<file path="src/common/uvep_pkg.sv">
// How it works
// - Programmer drives byte and stable address
// - Chip select pulsed low 50 or 10 ms
// - Pulse kept within 45-55 or 9-11 ms
// - One pulse per address, any order
// - Never steady low chip select to program
// - Verify samples data after verify delay
// - Chip select per device, OE on read strobe
package uvep_pkg;
    localparam int CLK_NS              = 40;
    localparam int ADDR_W              = 12;
    localparam int DATA_W              = 8;
    // Timing figures as printed
    localparam int SETUP_US            = 2;    // Address, data and OE setup
    localparam int HOLD_US             = 2;    // Data and OE hold
    localparam int VERIFY_DATA_DELAY_US = 1;
    localparam int PULSE_STD_MS        = 50;
    localparam int PULSE_FAST_MS       = 10;
    localparam int ADDRESS_ACCESS_TIME_NS = 450;  // Plain default, grade dependent
    // Derived cycle counts (least times round up)
    localparam int SETUP_CYC  = (SETUP_US * 1000 + CLK_NS - 1) / CLK_NS;
    localparam int HOLD_CYC   = (HOLD_US * 1000 + CLK_NS - 1) / CLK_NS;
    localparam int VERIFY_CYC = (VERIFY_DATA_DELAY_US * 1000 + CLK_NS - 1) / CLK_NS + 1;
    localparam int ACCESS_CYC = (ADDRESS_ACCESS_TIME_NS + CLK_NS - 1) / CLK_NS + 1;
    localparam int PULSE_STD_CYC  = PULSE_STD_MS * 1000000 / CLK_NS;
    localparam int PULSE_FAST_CYC = PULSE_FAST_MS * 1000000 / CLK_NS;
    localparam int CNT_W = 24;
    localparam int SYNC_CYC = 3;    // Extra wait covering the pin synchroniser
    localparam logic [DATA_W-1:0] ERASED_BYTE = 8'hFF;  // Blank cell value, also reset value

    typedef enum logic [6:0] {
        UVEP_IDLE   = 7'h01,
        UVEP_READ   = 7'h02,
        UVEP_SETUP  = 7'h04,
        UVEP_PULSE  = 7'h08,
        UVEP_HOLD   = 7'h10,
        UVEP_VERIFY = 7'h20,
        UVEP_DONE   = 7'h40
    } uvep_state_type;
endpackage

</file>
<file path="src/design/uvep_host.sv">
`timescale 1ns/1ps
module uvep_host #(
    parameter int PULSE_STD  = uvep_pkg::PULSE_STD_CYC,
    parameter int PULSE_FAST = uvep_pkg::PULSE_FAST_CYC
) (
    input  wire logic                       clock_i,
    input  wire logic                       rst_n_i,
    input  wire logic                       rd_req_i,
    input  wire logic                       pgm_req_i,
    input  wire logic                       fast_grade_i,
    input  wire logic [uvep_pkg::ADDR_W-1:0] addr_i,
    input  wire logic [uvep_pkg::DATA_W-1:0] wdata_i,
    output logic                            busy_o,
    output logic                            done_o,
    output logic                            verify_ok_o,
    output logic [uvep_pkg::DATA_W-1:0]     rdata_o,
    output logic [uvep_pkg::ADDR_W-1:0]     mem_addr_o,
    output logic                            chip_sel_n_o,
    output logic                            out_en_n_o,
    output logic                            vpp_on_o,
    input  wire logic [uvep_pkg::DATA_W-1:0] mem_data_i,
    output logic [uvep_pkg::DATA_W-1:0]     mem_data_o,
    output logic                            mem_data_oe_o
);
    import uvep_pkg::*;

    uvep_state_type         state;
    uvep_state_type         next_state;
    logic [CNT_W-1:0]       cnt;
    logic [CNT_W-1:0]       limit;
    logic [DATA_W-1:0]      sync1, sync2, sync3, data_stable;
    logic                   is_pgm;
    logic [DATA_W-1:0]      wbyte;
    wire                    cnt_done;
    wire  [CNT_W-1:0]       pulse_len;
    wire                    sel_phase;      // Chip select low in these states
    wire                    read_phase;     // Output enable low in these states
    wire                    pgm_phase;      // VPP and data drive held here

    // Data pins come from outside; three stages, accept when last two agree
    always_ff @(posedge clock_i or negedge rst_n_i) begin
        if (!rst_n_i) begin
            sync1       <= ERASED_BYTE;
            sync2       <= ERASED_BYTE;
            sync3       <= ERASED_BYTE;
            data_stable <= ERASED_BYTE;
        end else begin
            sync1 <= mem_data_i;
            sync2 <= sync1;
            sync3 <= sync2;
            if (sync2 == sync3)
                data_stable <= sync3;
        end
    end

    assign pulse_len = fast_grade_i ? CNT_W'(PULSE_FAST) : CNT_W'(PULSE_STD);
    assign cnt_done  = (cnt >= limit);

    // Phase decode from the next state, so pins move with the state register
    assign sel_phase  = (next_state == UVEP_READ) || (next_state == UVEP_PULSE)
                        || (next_state == UVEP_VERIFY);
    assign read_phase = (next_state == UVEP_READ) || (next_state == UVEP_VERIFY);
    assign pgm_phase  = (next_state == UVEP_SETUP) || (next_state == UVEP_PULSE)
                        || (next_state == UVEP_HOLD);

    // Sequencer: read, or setup, bounded pulse, hold, verify
    always_comb begin
        next_state = state;
        case (state)
            UVEP_IDLE:   if (pgm_req_i) next_state = UVEP_SETUP;
                         else if (rd_req_i) next_state = UVEP_READ;
            UVEP_READ:   if (cnt_done) next_state = UVEP_DONE;
            UVEP_SETUP:  if (cnt_done) next_state = UVEP_PULSE;
            UVEP_PULSE:  if (cnt_done) next_state = UVEP_HOLD;
            UVEP_HOLD:   if (cnt_done) next_state = UVEP_VERIFY;
            UVEP_VERIFY: if (cnt_done) next_state = UVEP_DONE;
            UVEP_DONE:   next_state = UVEP_IDLE;
            default:     next_state = UVEP_IDLE;
        endcase
    end

    // Load a fresh wait for each new state
    always_ff @(posedge clock_i or negedge rst_n_i) begin
        if (!rst_n_i) begin
            state <= UVEP_IDLE;
            cnt   <= '0;
            limit <= '0;
        end else begin
            state <= next_state;
            if (next_state != state) begin
                cnt <= CNT_W'(1);
                case (next_state)
                    UVEP_READ:   limit <= CNT_W'(ACCESS_CYC + SYNC_CYC);
                    UVEP_SETUP:  limit <= CNT_W'(SETUP_CYC);
                    UVEP_PULSE:  limit <= pulse_len;
                    UVEP_HOLD:   limit <= CNT_W'(HOLD_CYC);
                    UVEP_VERIFY: limit <= CNT_W'(VERIFY_CYC + SYNC_CYC);
                    default:     limit <= CNT_W'(1);
                endcase
            end else begin
                cnt <= cnt + CNT_W'(1);
            end
        end
    end

    // Latch request fields; they stay fixed over the whole cycle
    always_ff @(posedge clock_i or negedge rst_n_i) begin
        if (!rst_n_i) begin
            is_pgm     <= 1'b0;
            wbyte      <= ERASED_BYTE;
            mem_addr_o <= '0;
        end else if (state == UVEP_IDLE && (pgm_req_i || rd_req_i)) begin
            is_pgm     <= pgm_req_i;
            wbyte      <= wdata_i;
            mem_addr_o <= addr_i;
        end
    end

    // Pin drive: one pulse per address; VPP held across setup/pulse/hold.
    // Registered so that no decode glitch ever reaches the part.
    always_ff @(posedge clock_i or negedge rst_n_i) begin
        if (!rst_n_i) begin
            chip_sel_n_o  <= 1'b1;
            out_en_n_o    <= 1'b1;
            vpp_on_o      <= 1'b0;
            mem_data_o    <= ERASED_BYTE;
            mem_data_oe_o <= 1'b0;
        end else begin
            chip_sel_n_o  <= !sel_phase;
            out_en_n_o    <= !read_phase;
            vpp_on_o      <= pgm_phase;
            mem_data_oe_o <= pgm_phase;
            mem_data_o    <= wbyte;
        end
    end

    // Capture result at end of read or verify.
    // Sample point includes the synchroniser delay, so the byte is settled.
    always_ff @(posedge clock_i or negedge rst_n_i) begin
        if (!rst_n_i) begin
            rdata_o     <= ERASED_BYTE;
            verify_ok_o <= 1'b0;
            done_o      <= 1'b0;
        end else begin
            done_o <= (next_state == UVEP_DONE && state != UVEP_DONE);
            if ((state == UVEP_READ || state == UVEP_VERIFY) && cnt_done) begin
                rdata_o     <= data_stable;
                verify_ok_o <= is_pgm && (data_stable == wbyte);
            end
        end
    end

    // Requests seen while busy are dropped, not queued
    assign busy_o = (state != UVEP_IDLE);
endmodule

</file>
<file path="config.mk">
export PLATFORM = sky130hd
export DESIGN_NAME = uvep_host
export DESIGN_NICKNAME = d
export VERILOG_FILES = /design/src/common/uvep_pkg.sv /design/src/design/uvep_host.sv
export SDC_FILE = /design/constraint.sdc
export NUM_CORES = 1
export LEC_CHECK = 0
export BUFFER_PORTS_ARGS = -buffer_cell sky130_fd_sc_hd__buf_2
export CAP_MARGIN = 40
export CELL_PAD_IN_SITES_DETAIL_PLACEMENT = 0
export CELL_PAD_IN_SITES_GLOBAL_PLACEMENT = 1
export CORE_UTILIZATION = 52
export CTS_BUF_LIST = sky130_fd_sc_hd__clkbuf_8
export DETAILED_ROUTE_END_ITERATION = 7
export PLACE_DENSITY_LB_ADDON = 0.08
export SLEW_MARGIN = 20
export SYNTH_ARGS = -nofsm -noshare
export SYNTH_HDL_FRONTEND = slang
export SYNTH_SLANG_ARGS = --single-unit
export TNS_END_PERCENT = 10
</file>
<file path="constraint.sdc">
create_clock -name clock_i -period 4.1 [get_ports clock_i]
set_clock_uncertainty 0.1 [all_clocks]
set_input_delay 0.41 -clock clock_i [delete_from_list [all_inputs] [get_ports clock_i]]
set_output_delay 0.41 -clock clock_i [all_outputs]
set_load 0.05 [all_outputs]
</file>
==> qor.csv <==
metric;value;unit
status;finished, violations left;
failing checks;DRC;
Worst setup SP type;flop;
initial drt markers;84;
f_max;352;MHz
DIE WIDTH;98.1;µm
Initial DRT Pass Iterations;8;
clock tree sinks;112;
post-layout util;63.0;%
Crit Path Category;flop to flop;
Final setup viols;0;
syn nets;426;
initial antenna violation count;0;
Post-Synth Adder-Cell Area;4.17;%
CTS Buffer Depth;2;
starting density of the core;54.2;%
Routed Antenna Nets;0;
RSZ-0062 raised after global routing;no;
multiplexer area fraction after synthesis;8.94;%
Chip Height;98.1;µm
largest net degree at the start of global routing;56;
Leak;2.54;nW
clk root buf;clkbuf_8;
Nets;509;
register area share after synthesis;59.9;%
slew margin rel.;57.6;%
register area;0.00288;mm²
Simple-Gate Fraction of Synth Area;12.8;%
instance count of the mapped netlist;377;
Fillers;698;
Crit. End Element;flop;
clock period minus worst slack;2.84;ns
final critical-path share of the clock period;69.2;%
compound-gate portion of the synthesized area;5.48;%
vias;2977;
footprint of the multi-input gates;0.00182;mm²
drt wl/cell;15.1;µm
row cnt;34;
Area Growth Syn to Fin;16.2;%
input/output buffers;67;
vias per inst;5.20;
Hold Vio Cnt, Final;0;
Power Density;657;mW/mm²
Top cell by count, worst path;nand2_1;
Detailed Route WL;8640;µm
largest area contributor in the netlist;dfstp_2;
largest family of logic cells by synthesized area;simple AND/OR/NAND/NOR gates;
GP Congestion;0.764;
Slowest cell on crit path;dfrtp_1;
WP buf/inv;0;
Reg clk slew, reported paths;0.13;ns
Seq cells post-synth;112;
max-slew violation count;0;
Resized Gates After CTS;0;
Clock Latency Late Sink;0.37;ns
io pins;68;
TritonCTS Buffers;9;
GRT Residual Overflow;0;
syn avg cell area;12.7;µm²
CP max stage delay;0.45;ns
Die ar.;0.00962;mm²
diode count;0;
TritonCTS clock tree;built;
Post-Synth XOR/XNOR Area;6.57;%
Required @ worst endpoint;4.31;ns
CP max FO;12;
Ys Warns;0;
most common cell after layout, fill and taps aside;buf_2;
CTS Hold Bufs;9;
setup repair bufs after CTS;0;
post-synth design cell area;0.00480;mm²
synth unique cells;47;
critical-path cell list;ha_1 > nand4b_4 > a2111oi_4 > nand2_1 > o21ai_2 > nand2_1 > mux2_1;
number of global-route vias before repair;2933;
Tightest Pin Transition;0.635;ns
top-area cell type share of the netlist area;32.3;%
Pwr Total;3.67;mW
first-pass GRT wire length;14600;µm
HP Class;input pin to flop;
placed wire-length estimate;6280;µm
synth top area cells;dfstp_2 32%, dfrtp_1 28%, mux2_1 6.3%, xor2_1 5.5%, ha_1 4.2%;
most frequent cells in the layout;66 x buf_2, 59 x dfstp_2, 53 x dfrtp_1, 36 x nor2_1, 30 x xor2_1;
CP arrival;3.05;ns
CTS H-tree depth;3;
# DRC;7;
Setup TNS Final;0;ns
share of cells above drive strength 1;36.8;%
Max Cap Viol;0;
maximum VDD drop;0.000430;V
CORE AREA;0.00885;mm²
GRT Total Usage;19.6;%
CP delay by family, top;compound AO/OA/AOI/OAI gates;
[cells in the mapped netlist, drive strengths merged]
cell,n
nand2,24
nand4,5
mux2,36
nand4b,1
nor2,40
o211ai,1
or3,5
dfrtp,53
dfstp,59
nand2b,3
ha,16
o21ai,13
and2,3
and3,4
nor3b,1
a211o,1
a211oi,4
xor2,30
o22ai,2
xnor2,6
nor3,5
a21o,1
buf,8
a2111oi,1
inv,13
mux2i,2
nor4,5
nand3,10
nor2b,4
or2,2
o21bai,1
o21a,2
o31ai,3
a21oi,9
and4,4
[registers in the layout, summed over array words and instances, names as in the netlist]
signal,flops
verify_ok_o,1
cnt,24
mem_addr_o,12
is_pgm,1
wbyte,8
chip_sel_n_o,1
sync3,8
sync1,8
limit,7
data_stable,8
mem_data_oe_o,1
state,7
out_en_n_o,1
sync2,8
rdata_o,8
done_o,1
mem_data_o,8
[power by group]
| group | switching (mW) | internal (mW) | leakage (nW) |
|---|---|---|---|
| logic | 0.962 | 0.431 | 1.12 |
| registers | 0.144 | 1.43 | 1.31 |
| clock network | 0.434 | 0.260 | 0.109 |
[final cells by class]
| type | count | area share (%) |
|---|---|---|
| flip-flops and latches | 112 | 51.6 |
| multi-input cells | 244 | 32.7 |
| repair buffers | 80 | 8.57 |
| well taps | 108 | 2.42 |
| clock buffers | 9 | 2.22 |
| clock inverters | 7 | 1.68 |
| inverters | 13 | 0.875 |
[metrics by stage]
| step | worst slack [ns] | std cells | area (µm²) | hold WS, ns |
|---|---|---|---|---|
| 6_report | 1.26 | 573 | 5580 | 0.139 |
| 5_1_grt | 1.08 | 573 | 5580 | 0.109 |
| 4_1_cts | 1.22 | 573 | 5580 | 0.105 |
| 3_5_place_dp | 1.23 | 548 | 5270 | 0.236 |
| 3_3_place_gp | 1.32 | 547 | 5240 | 0.246 |
| 2_1_floorplan | 1.71 | 377 | 4800 | 0.0144 |
[kinds of logic after synthesis]
| group | after synthesis |
|---|---|
| AO/OA/AOI/OAI | 38 |
| XOR/XNOR | 36 |
| adder cells (fa/ha/maj) | 16 |
| buffers and inverters | 21 |
| flip-flops | 112 |
| multiplexers | 38 |
| AND/OR/NAND/NOR | 116 |
[per-layer routing]
| metal | part of all wire, % | track usage, % |
|---|---|---|
| met2 | 44 | 28.9 |
| met4 | 0.61 | 5.24 |
| met5 | 0 | 0 |
| met3 | 4.3 | 5.08 |
| met1 | 51 | 28.8 |
[final timing paths]
check	from	to	slack, ns	cells after the start
max in group asynchronous	rst_n_i	mem_data_o[3]	2.45	4
worst min-delay path	addr_i[10]	mem_addr_o[10]	0.14	2
min in group asynchronous	rst_n_i	mem_addr_o[2]	0.37	2
worst max register to register	cnt[15]	rdata_o[3]	1.26	7
worst min register to register	sync1[5]	sync2[5]	0.26	0
worst max-delay path	cnt[15]	rdata_o[3]	1.26	7
No activity file was read; power rests on OpenSTA's default activity.
